**config.mk**
```make
export PLATFORM = sky130hd
export DESIGN_NAME = tmr_top
export DESIGN_NICKNAME = d
export VERILOG_FILES = /design/src/tmr_pkg.sv /design/src/tmr_evt_if.sv /design/src/tmr_top.sv /design/src/tmr_wave_unit.sv
export SDC_FILE = /design/constraint.sdc
export NUM_CORES = 1
export LEC_CHECK = 0
export BUFFER_PORTS_ARGS = -buffer_cell sky130_fd_sc_hd__buf_4
export CAP_MARGIN = 20
export CELL_PAD_IN_SITES_DETAIL_PLACEMENT = 1
export CELL_PAD_IN_SITES_GLOBAL_PLACEMENT = 1
export CORE_MARGIN = 10
export CORE_UTILIZATION = 36
export DETAILED_ROUTE_END_ITERATION = 10
export GPL_TIMING_DRIVEN = 0
export PLACE_DENSITY = 0.84
export SKIP_LAST_GASP = 1
export SYNTH_ARGS = -nofsm -noshare
export SYNTH_HDL_FRONTEND = slang
export SYNTH_SLANG_ARGS = --single-unit
```
**constraint.sdc**
```tcl
create_clock -name clk -period 2.59 [get_ports clk]
set_clock_uncertainty 0.1 [all_clocks]
set_input_delay 0.1295 -clock clk [delete_from_list [all_inputs] [get_ports clk]]
set_output_delay 0.1295 -clock clk [all_outputs]
set_load 0.02 [all_outputs]
```
**src/tmr_pkg.sv**
```systemverilog
// Package: register map, field layout and mode codes of the 8-bit timer
package tmr_pkg;

	// ==========================================================
	// Register byte addresses (AHB-Lite, one word each, except ADDR_CTRL_A and ADDR_CTRL_B, which share the word at 0x24)
	localparam logic [7:0] ADDR_CTRL_A = 8'h24;
	localparam logic [7:0] ADDR_CTRL_B = 8'h25;
	localparam logic [7:0] ADDR_COUNT  = 8'h28;
	localparam logic [7:0] ADDR_MATCHA = 8'h2C;
	localparam logic [7:0] ADDR_MATCHB = 8'h30;
	localparam logic [7:0] ADDR_FLAGS  = 8'h34;
	localparam logic [7:0] ADDR_PINS   = 8'h38;

	// ==========================================================
	// Field positions
	localparam int CA_OMA_HI = 7;
	localparam int CA_OMA_LO = 6;
	localparam int CA_OMB_HI = 5;
	localparam int CA_OMB_LO = 4;
	localparam int CA_WSL_HI = 1;
	localparam int CA_WSL_LO = 0;
	localparam int CB_WS2    = 3;
	localparam int FL_WRAP   = 0;
	localparam int FL_MA     = 1;
	localparam int FL_MB     = 2;
	localparam int PN_DIRA   = 0;
	localparam int PN_DIRB   = 1;
	localparam int PN_DATA   = 2;
	localparam int PN_DATB   = 3;

	// ==========================================================
	// Reset values and constants
	localparam logic [7:0] CTRL_A_RST = 8'h00;
	localparam logic [7:0] CTRL_A_MSK = 8'hF3;
	localparam logic [7:0] VAL_MAX    = 8'hFF;
	localparam logic [7:0] VAL_BOTTOM = 8'h00;

	// Output mode codes
	localparam logic [1:0] OM_OFF = 2'h0;
	localparam logic [1:0] OM_TGL = 2'h1;
	localparam logic [1:0] OM_CLR = 2'h2;
	localparam logic [1:0] OM_SET = 2'h3;

	typedef enum logic [2:0]
	{
		WM_NORMAL = 3'b000,
		WM_PC_FF  = 3'b001,
		WM_CTC    = 3'b010,
		WM_FP_FF  = 3'b011,
		WM_RSV4   = 3'b100,
		WM_PC_A   = 3'b101,
		WM_RSV6   = 3'b110,
		WM_FP_A   = 3'b111
	} tmr_wave_e;

	typedef enum logic [1:0]
	{
		KIND_PLAIN = 2'b00,
		KIND_FAST  = 2'b01,
		KIND_PHASE = 2'b10
	} tmr_kind_e;

	function automatic tmr_kind_e tmr_kind(input logic [2:0] m);
		if (m == WM_PC_FF || m == WM_PC_A)
			return KIND_PHASE;
		else if (m == WM_FP_FF || m == WM_FP_A)
			return KIND_FAST;
		else
			return KIND_PLAIN;
	endfunction

endpackage

```
**src/tmr_evt_if.sv**
```systemverilog
// Interface: counter events shared between counter core and output units
`timescale 1ns/100ps
interface tmr_evt_if;
	logic            tick;
	logic [1:0]      kind;
	logic            count_up;
	logic            at_bottom;
	logic            at_top;
	logic [7:0]      count;
	logic [7:0]      top;
	logic            wave_sel_bit2;

	modport core (output tick, kind, count_up, at_bottom, at_top, count, top, wave_sel_bit2);
	modport unit (input tick, kind, count_up, at_bottom, at_top, count, top, wave_sel_bit2);
endinterface

```
**src/tmr_top.sv**
```systemverilog
// Module: 8-bit timer with two compare channels behind an AHB-Lite slave
//
// Decided for this implementation: the AHB-Lite interface to the registers.
`timescale 1ns/100ps
module tmr_top
	import tmr_pkg::*;
(
	input  wire logic        clk,
	input  wire logic        srst,
	input  wire logic        tick_enable,
	input  wire logic        hsel,
	input  wire logic [31:0] haddr,
	input  wire logic [1:0]  htrans,
	input  wire logic        hwrite,
	input  wire logic [2:0]  hsize,
	input  wire logic [31:0] hwdata,
	input  wire logic        hready,
	output logic [31:0]      hrdata,
	output logic             hreadyout,
	output logic             hresp,
	output logic             wave_out_a,
	output logic             wave_oe_a,
	output logic             wave_out_b,
	output logic             wave_oe_b
);
	tmr_evt_if ev ();

	logic [7:0]  ctrl_a_ff;
	logic        ws2_ff;
	logic [7:0]  count_ff;
	logic        up_ff;
	logic [2:0]  flags_ff;
	logic [3:0]  pins_ff;
	logic [31:0] hrdata_ff;
	logic        wr_ph_ff;
	logic [7:0]  wr_addr_ff;
	logic        rd_ph_ff;
	logic [7:0]  rd_addr_ff;
	logic [7:0]  nxt_count;
	logic        nxt_up;
	logic [2:0]  mode;
	logic [7:0]  top;
	logic [1:0]  out_mode_chan_a;
	logic [1:0]  out_mode_chan_b;
	logic [7:0]  match_value_a;
	logic [7:0]  match_value_b;
	logic [7:0]  buf_a;
	logic [7:0]  buf_b;
	logic        hit_a;
	logic        hit_b;
	logic        wave_a;
	logic        wave_b;
	logic        wr_a;
	logic        wr_b;
	logic        wr_cnt;
	logic        wrap_set;
	logic        a_clears;
	logic        at_top;
	logic        at_bottom;
	logic [7:0]  wdat;
	logic        acc;

	function automatic logic is_addr(input logic [7:0] a, input logic [7:0] r);
		return a == r;
	endfunction

	// ==========================================================
	// Mode decode
	assign out_mode_chan_a = ctrl_a_ff[CA_OMA_HI:CA_OMA_LO];
	assign out_mode_chan_b = ctrl_a_ff[CA_OMB_HI:CA_OMB_LO];
	assign mode      = {ws2_ff, ctrl_a_ff[CA_WSL_HI:CA_WSL_LO]};
	assign top       = (mode == WM_CTC || mode == WM_PC_A || mode == WM_FP_A)
		? match_value_a : VAL_MAX;
	assign at_top    = (count_ff == top);
	assign at_bottom = (count_ff == VAL_BOTTOM);
	assign a_clears  = (mode == WM_CTC || mode == WM_FP_A);

	assign ev.tick          = tick_enable;
	assign ev.kind          = tmr_kind(mode);
	assign ev.count_up      = up_ff;
	assign ev.at_bottom     = at_bottom;
	assign ev.at_top        = at_top;
	assign ev.count         = count_ff;
	assign ev.top           = top;
	assign ev.wave_sel_bit2 = ws2_ff;

	// ==========================================================
	// Counter
	always_comb
	begin
		nxt_count = count_ff;
		nxt_up    = up_ff;
		if (tick_enable)
		begin
			case (mode)
				WM_PC_FF, WM_PC_A:
				begin
					// TOP stands one tick only, like BOTTOM, so the period stays symmetric
					if (up_ff && at_top)
					begin
						nxt_up    = 1'b0;
						nxt_count = at_bottom ? count_ff : 8'(count_ff - 8'h01);
					end
					else if (!up_ff && at_bottom)
					begin
						nxt_up    = 1'b1;
						nxt_count = 8'h01;
					end
					else if (up_ff)
						nxt_count = 8'(count_ff + 8'h01);
					else
						nxt_count = 8'(count_ff - 8'h01);
				end
				WM_CTC, WM_FP_FF, WM_FP_A:
				begin
					nxt_up = 1'b1;
					if (at_top)
						nxt_count = VAL_BOTTOM;
					else
						nxt_count = 8'(count_ff + 8'h01);
				end
				WM_RSV4, WM_RSV6:
				begin
					nxt_count = count_ff;
				end
				default:
				begin
					nxt_up    = 1'b1;
					nxt_count = 8'(count_ff + 8'h01);
				end
			endcase
		end
		if (wr_cnt)
			nxt_count = wdat;
	end

	always_ff @(posedge clk)
	begin
		if (srst)
			count_ff <= 8'h00;
		else
			count_ff <= nxt_count;
	end

	always_ff @(posedge clk)
	begin
		if (srst)
			up_ff <= 1'b1;
		else
			up_ff <= nxt_up;
	end

	// ==========================================================
	// Flags: set beats write-one-to-clear
	always_comb
	begin
		case (mode)
			WM_PC_FF, WM_PC_A: wrap_set = tick_enable && at_bottom && !up_ff;
			WM_FP_A:           wrap_set = tick_enable && at_top;
			WM_RSV4, WM_RSV6:  wrap_set = 1'b0;
			default:           wrap_set = tick_enable && (count_ff == VAL_MAX);
		endcase
	end

	always_ff @(posedge clk)
	begin
		if (srst)
			flags_ff <= 3'h0;
		else
		begin
			if (wrap_set)
				flags_ff[FL_WRAP] <= 1'b1;
			else if (wr_ph_ff && is_addr(wr_addr_ff, ADDR_FLAGS) && wdat[FL_WRAP])
				flags_ff[FL_WRAP] <= 1'b0;
			if (hit_a)
				flags_ff[FL_MA] <= 1'b1;
			else if (wr_ph_ff && is_addr(wr_addr_ff, ADDR_FLAGS) && wdat[FL_MA])
				flags_ff[FL_MA] <= 1'b0;
			if (hit_b)
				flags_ff[FL_MB] <= 1'b1;
			else if (wr_ph_ff && is_addr(wr_addr_ff, ADDR_FLAGS) && wdat[FL_MB])
				flags_ff[FL_MB] <= 1'b0;
		end
	end

	// ==========================================================
	// Compare channels
	tmr_wave_unit #(.CHAN_A(1'b1)) u_chan_a
	(
		.clk         (clk),
		.srst        (srst),
		.ev          (ev),
		.out_mode    (out_mode_chan_a),
		.wr_value    (wdat),
		.wr_en       (wr_a),
		.match_value (match_value_a),
		.match_buf   (buf_a),
		.match_hit   (hit_a),
		.wave_ff     (wave_a)
	);

	tmr_wave_unit #(.CHAN_A(1'b0)) u_chan_b
	(
		.clk         (clk),
		.srst        (srst),
		.ev          (ev),
		.out_mode    (out_mode_chan_b),
		.wr_value    (wdat),
		.wr_en       (wr_b),
		.match_value (match_value_b),
		.match_buf   (buf_b),
		.match_hit   (hit_b),
		.wave_ff     (wave_b)
	);

	// ==========================================================
	// Pin mux: PWM code 01 on B, or on A without bit2, stays disconnected
	always_comb
	begin
		wave_oe_a  = pins_ff[PN_DIRA];
		wave_oe_b  = pins_ff[PN_DIRB];
		wave_out_a = pins_ff[PN_DATA];
		wave_out_b = pins_ff[PN_DATB];
		if (out_mode_chan_a != OM_OFF &&
			!(ev.kind != KIND_PLAIN && out_mode_chan_a == OM_TGL && !ws2_ff))
			wave_out_a = wave_a;
		if (out_mode_chan_b != OM_OFF &&
			!(ev.kind != KIND_PLAIN && out_mode_chan_b == OM_TGL))
			wave_out_b = wave_b;
	end

	// ==========================================================
	// AHB-Lite slave, zero wait states
	assign acc       = hsel && hready && htrans[1];
	assign hreadyout = 1'b1;
	assign hresp     = 1'b0;
	assign hrdata    = hrdata_ff;
	assign wdat      = hwdata[7:0];
	assign wr_a      = wr_ph_ff && is_addr(wr_addr_ff, ADDR_MATCHA);
	assign wr_b      = wr_ph_ff && is_addr(wr_addr_ff, ADDR_MATCHB);
	assign wr_cnt    = wr_ph_ff && is_addr(wr_addr_ff, ADDR_COUNT);

	always_ff @(posedge clk)
	begin
		if (srst)
		begin
			wr_ph_ff   <= 1'b0;
			rd_ph_ff   <= 1'b0;
			wr_addr_ff <= 8'h00;
			rd_addr_ff <= 8'h00;
		end
		else
		begin
			wr_ph_ff   <= acc && hwrite;
			rd_ph_ff   <= acc && !hwrite;
			wr_addr_ff <= haddr[7:0];
			rd_addr_ff <= haddr[7:0];
		end
	end

	always_ff @(posedge clk)
	begin
		if (srst)
		begin
			ctrl_a_ff <= CTRL_A_RST;
			ws2_ff    <= 1'b0;
			pins_ff   <= 4'h0;
		end
		else if (wr_ph_ff)
		begin
			if (is_addr(wr_addr_ff, ADDR_CTRL_A))
				ctrl_a_ff <= wdat & CTRL_A_MSK;
			else if (is_addr(wr_addr_ff, ADDR_CTRL_B))
				ws2_ff <= wdat[CB_WS2];
			else if (is_addr(wr_addr_ff, ADDR_PINS))
				pins_ff <= wdat[3:0];
		end
	end

	// Read data registered from the address phase: one-cycle data phase
	always_ff @(posedge clk)
	begin
		if (srst)
			hrdata_ff <= 32'h0000_0000;
		else if (acc && !hwrite)
		begin
			if (is_addr(haddr[7:0], ADDR_CTRL_A))
				hrdata_ff <= {24'h000000, ctrl_a_ff & CTRL_A_MSK};
			else if (is_addr(haddr[7:0], ADDR_CTRL_B))
				hrdata_ff <= {28'h0000000, ws2_ff, 3'h0};
			else if (is_addr(haddr[7:0], ADDR_COUNT))
				hrdata_ff <= {24'h000000, count_ff};
			else if (is_addr(haddr[7:0], ADDR_MATCHA))
				hrdata_ff <= {24'h000000, buf_a};
			else if (is_addr(haddr[7:0], ADDR_MATCHB))
				hrdata_ff <= {24'h000000, buf_b};
			else if (is_addr(haddr[7:0], ADDR_FLAGS))
				hrdata_ff <= {29'h00000000, flags_ff};
			else if (is_addr(haddr[7:0], ADDR_PINS))
				hrdata_ff <= {28'h0000000, pins_ff};
			else
				hrdata_ff <= 32'h0000_0000;
		end
	end

	logic unused_ok;
	assign unused_ok = ^{hsize, rd_ph_ff, rd_addr_ff, match_value_b};
endmodule

```
**src/tmr_wave_unit.sv**
```systemverilog
// Module: one compare channel, buffered match value and waveform register
`timescale 1ns/100ps
module tmr_wave_unit
	import tmr_pkg::*;
#(
	parameter bit CHAN_A = 1'b1
)
(
	input  wire logic       clk,
	input  wire logic       srst,
	tmr_evt_if.unit         ev,
	input  wire logic [1:0] out_mode,
	input  wire logic [7:0] wr_value,
	input  wire logic       wr_en,
	output logic [7:0]      match_value,
	output logic [7:0]      match_buf,
	output logic            match_hit,
	output logic            wave_ff
);
	logic [7:0] active_ff;
	logic [7:0] buf_ff;
	logic       nxt_wave;
	logic       at_top_match;
	logic       upd;

	assign match_value = active_ff;
	assign match_buf   = buf_ff;
	assign match_hit   = ev.tick && (ev.count == active_ff);
	assign at_top_match = (active_ff == ev.top) && out_mode[1];

	// ==========================================================
	// Buffer update point per mode
	always_comb
	begin
		case (ev.kind)
			KIND_PHASE: upd = ev.tick && ev.at_top;
			KIND_FAST:  upd = ev.tick && ev.at_top;
			default:    upd = 1'b1;
		endcase
	end

	always_ff @(posedge clk)
	begin
		if (srst)
			buf_ff <= 8'h00;
		else if (wr_en)
			buf_ff <= wr_value;
	end

	// Fast PWM loads on the TOP-to-BOTTOM step, so new value rules BOTTOM
	always_ff @(posedge clk)
	begin
		if (srst)
			active_ff <= 8'h00;
		else if (ev.kind == KIND_PLAIN && wr_en)
			active_ff <= wr_value;
		else if (ev.kind != KIND_PLAIN && upd)
			active_ff <= buf_ff;
	end

	// ==========================================================
	// Waveform register
	always_comb
	begin
		nxt_wave = wave_ff;
		case (ev.kind)
			KIND_PLAIN:
			begin
				if (match_hit)
				begin
					case (out_mode)
						OM_TGL:  nxt_wave = ~wave_ff;
						OM_CLR:  nxt_wave = 1'b0;
						OM_SET:  nxt_wave = 1'b1;
						default: nxt_wave = wave_ff;
					endcase
				end
			end
			KIND_FAST:
			begin
				if (out_mode == OM_TGL)
				begin
					if (CHAN_A && ev.wave_sel_bit2 && match_hit)
						nxt_wave = ~wave_ff;
				end
				else if (out_mode[1])
				begin
					if (ev.tick && ev.at_top)
						nxt_wave = (out_mode == OM_CLR);
					else if (match_hit && !at_top_match)
						nxt_wave = (out_mode == OM_SET);
				end
			end
			KIND_PHASE:
			begin
				if (out_mode == OM_TGL)
				begin
					if (CHAN_A && ev.wave_sel_bit2 && match_hit)
						nxt_wave = ~wave_ff;
				end
				else if (out_mode[1])
				begin
					if (at_top_match)
					begin
						// Level at TOP equals that of a down-counting match
						if (ev.tick && ev.at_top)
							nxt_wave = (out_mode == OM_CLR);
					end
					else if (match_hit)
						nxt_wave = (!ev.count_up) ^ (out_mode == OM_SET);
				end
			end
			default: nxt_wave = wave_ff;
		endcase
	end

	always_ff @(posedge clk)
	begin
		if (srst)
			wave_ff <= 1'b0;
		else
			wave_ff <= nxt_wave;
	end
endmodule
```
### Yosys cells after proc, flatten, opt, wreduce, memory -nomap -nowiden

Index checks and enable logic that the tools add are counted.

| storage, ports and cells | value |
|---|---|
| register bits after elaboration | 98 |
| bits in latches | 0 |
| RAM bits | 0 |
| ROM bits | 0 |
| memories kept | 0 |

| cells by class | value |
|---|---|
| add/subtract/negate cells | 2 |
| multiply operators | 0 |
| divide/modulo/power cells | 0 |
| magnitude comparators | 0 |
| equality and inequality tests | 54 |
| shifts and indexed selects | 0 |
| muxes and demuxes | 60 |
| bitwise operators | 7 |
| reductions and logical operators | 66 |

Operator list:

| kind | number |
|---|---|
| $mux W8 | 17 |
| $eq A8 B6 Y1 const B | 14 |
| $eq A8 B8 Y1 | 5 |
| $mux W1 | 33 |
| $logic_and A1 B1 Y1 | 32 |
| $pmux W8 S3 | 1 |
| $reduce_bool A2 Y1 | 9 |
| $pmux W1 S3 | 5 |
| $eq A3 B3 Y1 const B | 4 |
| $ne A3 B3 Y1 const B | 4 |
| $ne A4 B4 Y1 const B | 3 |
| $eq A2 B2 Y1 const B | 5 |
| $ne A2 B2 Y1 const B | 5 |
| $reduce_and A10 Y1 | 1 |
| $reduce_and A3 Y1 | 3 |
| $add A8 B1 Y8 const B | 1 |
| $eq A8 B8 Y1 const B | 1 |
| $logic_not A8 Y1 | 1 |
| $mux W4 | 2 |
| $ne A4 B2 Y1 const B | 2 |
| $reduce_and A8 Y1 | 1 |
| $sub A8 B1 Y8 const B | 1 |
| $logic_not A1 Y1 | 7 |
| $eq A2 B1 Y1 const B | 3 |
| other kinds (17) | 29 |

### Depth between registers and ports, before layout

| depth | value |
|---|---|
| word-level depth | 13 |
| mapped depth | 11 |
| mapped depth without buffers | 9 |

### Modules after synthesis

Synthesis repeated with hierarchy kept, for this count alone.

| second synthesis, totals | value |
|---|---|
| cells, all modules | 636 |
| area total of the unflattened synthesis | 5108.6 µm² |

Modules (own cells, without submodules):

| module | times used | cells an instance | area an instance (µm²) |
|---|---|---|---|
| tmr_top | 1 | 368 | 2910.3 |
| tmr_wave_unit at u_chan_a | 1 | 144 | 1176.1 |
| tmr_wave_unit at u_chan_b | 1 | 124 | 1022.2 |

### Worst setup path after synthesis

OpenSTA, ideal clock, no wires.

| timing | value |
|---|---|
| path type | reg-to-reg |
| from | register count_ff[3] |
| to | register count_ff[2] |
| setup time | 0.132 ns |
| arrival | 2.488 ns |
| data required time | 2.358 ns |
| path slack | -0.130 ns |
| cell stages (with the launch flop) | 11 |
| path buffers | 2 |
| clock period less this slack | 2.720 ns |
| cell sequence | dfxtp_1 buf_4 or4_4 or4b_4 buf_6 o21ai_4 nor2_2 o2bb2ai_2 a211o_1 a221oi_2 nor4_1 |

| between the ends | value |
|---|---|
| cells in the longest elaborated chain, start to end | 7 |

Ends and longest elaborated chain:

| element | RTL line | source |
|---|---|---|
| from (decl) | tmr_top.sv:30 | `logic [7:0] count_ff;` |
| from (signal assigned) | tmr_top.sv:142 | `count_ff <= nxt_count;` |
| $logic_not A8 Y1 | tmr_top.sv:75 | `assign at_bottom = (count_ff == VAL_BOTTOM);` |
| $logic_and A1 B1 Y1 | tmr_top.sv:104 | `else if (!up_ff && at_bottom)` |
| $mux W8 | tmr_top.sv:104 |  |
| $mux W8 | tmr_top.sv:99 | `if (up_ff && at_top)` |
| $pmux W8 S3 | tmr_top.sv:95 | `case (mode)` |
| $mux W8 | tmr_top.sv:93 | `if (tick_enable)` |
| $mux W8 | tmr_top.sv:133 | `if (wr_cnt)` |

Several ways; a longest one is shown, not always the timed one. The select of a mux whose other input is x is not followed.
A chain may end at the register's enable or synchronous reset.

### Final worst setup path

| timing | value |
|---|---|
| from | register u_chan_a.active_ff[4], in the netlist u_chan_a.match_value[4] |
| to | register u_chan_a.active_ff[4], in the netlist u_chan_a.match_value[4] |

| between the ends | value |
|---|---|
| cells in the longest elaborated chain, start to end | 6 |

Ends and longest elaborated chain:

| element | RTL line | source |
|---|---|---|
| from (decl) | tmr_wave_unit.sv:20 | `logic [7:0] active_ff;` |
| from (signal assigned) | tmr_wave_unit.sv:56 | `active_ff <= wr_value;` |
| from (signal assigned) | tmr_wave_unit.sv:58 | `active_ff <= buf_ff;` |
| $mux W8 | tmr_top.sv:73 | `? match_value_a : VAL_MAX;` |
| $eq A8 B8 Y1 | tmr_top.sv:74 | `assign at_top = (count_ff == top);` |
| $logic_and A1 B1 Y1 | tmr_wave_unit.sv:36, tmr_wave_unit.sv:37 |  |
| $mux W1 | n/a |  |
| $logic_and A1 B1 Y1 | tmr_wave_unit.sv:57 | `else if (ev.kind != KIND_PLAIN && upd)` |
| $reduce_bool A2 Y1 (no line) | n/a |  |

Every way passes these cells.

==> impl_metrics.toml <==
[outcome]
outcome = "complete, but fails checks"
violations = "negative setup slack"

[logic_synthesis]
synth_compound_area_frac = 0.2157
postSynthCellCount = 623
synth.distinct_cells = 80
synth_area_sq_um = 4959
synth.ff_latch_count = 74
ys.flop_type = "dfxtp_1"
syn_avg_cell_area_sq_um = 7.959
synthAdderAreaFrac = 0.007570
synth.area.mux_share = 0.07822
synth_top_family_by_area = "simple AND/OR/NAND/NOR gates"
synth_xor_area_frac = 0.05652
postSynth.asyncResetShare = 0
ys_seq_area_frac = 0.2988
ys_warn_count = 0
synth-edff-count = 0
synth-simple-area-share = 0.2473

[sta]
slew_violations = 0
worst_slew_pin_slew_ns = 0.8109
setup_ws_ns = -0.2655
final-setup-viol-count = 27
finalHoldViolations = 0
rsz0062_at_grt = "yes"
slew_headroom = 0.4580
max_freq_mhz = 350.2
final.setup.tns_ns = -4.582
fin_crit_ns = 2.855
hold_ws_ns = 0.04158
min_period_over_period = 1.102

[detailed_routing]
top_layer_used = "met4"
viasPerCell = 6.081
route.met2.wl_mm = 10.68
drtPass1Iterations = 6
wl_per_cell_microns = 24.24
drt-total-wl_mm = 22.08
first_iter_violations = 534
drt-met1-wl_mm = 8.365
wl_met3_mm = 1.708
ant_nets = 0
via_count = 5540
drc = 0

[clocking]
clock_sinks = 74
cts-root-buf = "clkbuf_16"
insertion_delay_ns = 0.35
cts_tree = "done"
clk_pin_slew_ns = 0.06
cts_made_buffers = 9
cts_max_level = 3
cts_buffer_depth = 2

[worst_setup_path]
end_kind = "flip-flop"
crit_type = "flip-flop to flip-flop"
reg2reg_depth = 11
cp.arrival_ns = 2.99
crit_fanout = 8
cp.required_ns = 2.72
worstSetupStartpointType = "flip-flop"

[cells_and_area]
drive_gt1_frac = 0.3238
final_util = 0.5054
diodes = 0
layout.nets = 808
syn_to_final_growth_pct = 36.06

[global_route]
grt_overflow_total = 0
antenna_found_initial = 1
grt_max_degree = 14
grt_pass1_wl_mm = 31.33
grt_pass1_vias = 5525
grt_usage = 0.2135

[floorplan]
die_h_microns = 137.4
die_w_microns = 137.4
dieArea_sq_um = 18870
core_area_sq_um = 13350
io_pins = 113
start_util = 0.3715
num_rows = 42

[power_and_ir_drop]
p_per_area_nw_per_um2 = 412.5
vdd_drop_max_v = 0.0004495
p_leak_nw = 2.780

[run]
maxCapViolations = 0

[placed_design]
io_buffers = 30
globalplace.congestion = 0.9649
dp_hpwl_mm = 13.88
pre_cts_ws_ns = -0.7321

[hold_path]
whs_path_depth = 3
hold_class = "input port to flip-flop"
[worst max-delay path, cell delays in order, from the launching register on]
cell	delay, ns
dfxtp_1	0.33
clkbuf_1	0.39
xnor2_1	0.22
a21oi_1	0.12
o22ai_2	0.20
o2111ai_4	0.31
nor3_4	0.26
buf_6	0.16
buf_12	0.11
buf_4	0.15
nand2_2	0.07
a311oi_1	0.32
[where the power goes]
part / total, W / switching [W] / internal, W
Sequential: 0.00117 / 0.0000169 / 0.00115
Clock: 0.00120 / 0.000522 / 0.000680
Combinational: 0.000408 / 0.000251 / 0.000157
Total: 0.00278 / 0.000790 / 0.00199
[layout make-up]
type                            instances  area [sq um]
Clock inverter                          5         37.54
Tap cell                              176         220.2
Sequential cell                        74          1495
Multi-Input combinational cell        486          3593
Buffer                                 66         406.6
Inverter                               11         47.55
Timing Repair Buffer                   82         703.2
Fill cell                            1590          6601
Clock buffer                           11         242.7
[registers in the layout, summed over array words and instances, names as in the netlist]
name                  cells
count_ff                  8
hrdata                    8
u_chan_a.match_buf        8
u_chan_a.match_value      8
u_chan_b.match_buf        8
u_chan_b.match_value      8
wr_addr_ff                8
ctrl_a_ff                 6
pins_ff                   4
flags_ff                  3
ev.count_up               1
ev.wave_sel_bit2          1
u_chan_a.wave_ff          1
u_chan_b.wave_ff          1
wr_ph_ff                  1
[logic make-up (layout without fill, tap and decap cells)]
group | after synthesis | in the layout
xor gates and xnor gates | 32 | 32
adders and majority gates | 3 | 3
buffers and inverters | 87 | 175
other | 2 | 26
AOI/OAI and AO/OA | 141 | 141
muxes | 38 | 38
DFF | 74 | 74
and+or+nand+nor | 246 | 246
[per-layer routing]
| metal | track usage | up-vias |
|---|---|---|
| met5 | 0 | - |
| met4 | 0.1001 | 0 |
| met3 | 0.04989 | 113 |
| met2 | 0.3674 | 358 |
| met1 | 0.2447 | 2685 |
| li1 | - | 2384 |
[Yosys cell counts (3+ instances only)]
cell      number  share of area
ha_1           3         0.0076
xor2_1        13          0.023
nand3b_1       4         0.0061
clkbuf_1      38          0.029
dfxtp_1       74           0.30
a211oi_1      11          0.017
a211o_1        3         0.0053
mux2_2         6          0.014
o22ai_1        6         0.0076
nand2b_1       6         0.0076
buf_4         31          0.047
nor4_1         6         0.0076
nand2_1       69          0.052
nor3_1         7         0.0071
nor2_1        88          0.067
mux2i_1       32          0.065
inv_1         11         0.0083
a22oi_1       12          0.018
buf_6          3         0.0068
and2_1         3         0.0038
nand3_1       11          0.011
a222oi_1       7          0.014
o21ai_0       18          0.018
nor4bb_1       6          0.012
xnor2_1       19          0.034
a311oi_1      14          0.025
o221ai_1       3         0.0053
a21oi_1       30          0.030
nand4_1        5         0.0063
a31oi_1        3         0.0038
nor2b_1       14          0.018
nor3b_1        4         0.0061
[worst paths after layout]
path | from | slack (ns) | to
hold / removal | hwdata[6] | 0.04 | count_ff[6]$_SDFFE_PP0P_
hold reg to reg | hrdata[1]$_SDFFE_PP0P_ | 0.40 | hrdata[1]$_SDFFE_PP0P_
setup reg to reg | u_chan_a.match_value[4]$_SDFFE_PP0P_ | -0.27 | u_chan_a.match_value[4]$_SDFFE_PP0P_
setup / recovery | u_chan_a.match_value[4]$_SDFFE_PP0P_ | -0.27 | u_chan_a.match_value[4]$_SDFFE_PP0P_
[stage by stage]
step	area (sq um)	total power (W)	std cells
after detailed placement	5498	0.001537	853
after global routing	6746	0.002863	911
after CTS	6356	0.002743	894
after floorplan	5052	0.001423	647
final	6746	0.002783	911
after global placement	5498	0.001526	853
[repair_timing]
item,in CTS,in global routing
setup buffers,20,23
endpoints found under the setup margin,29,27
hold buffers,8,0
resized for setup,85,62
endpoints found under the hold margin,7,0
pin swaps,32,43
cloned,2,1
[cells in the final DEF (no fill, tap or decap), drive strengths merged, types with 13 or more instances in the layout]
cell and n:
clkbuf 42, a311oi 14, nand2 70, nor2b 14
buf 109, xor2 13, xnor2 19, conb 26
a21oi 30, dfxtp 74, o21ai 20, nor2 89
mux2i 32
(Power assumes the default switching activity.)
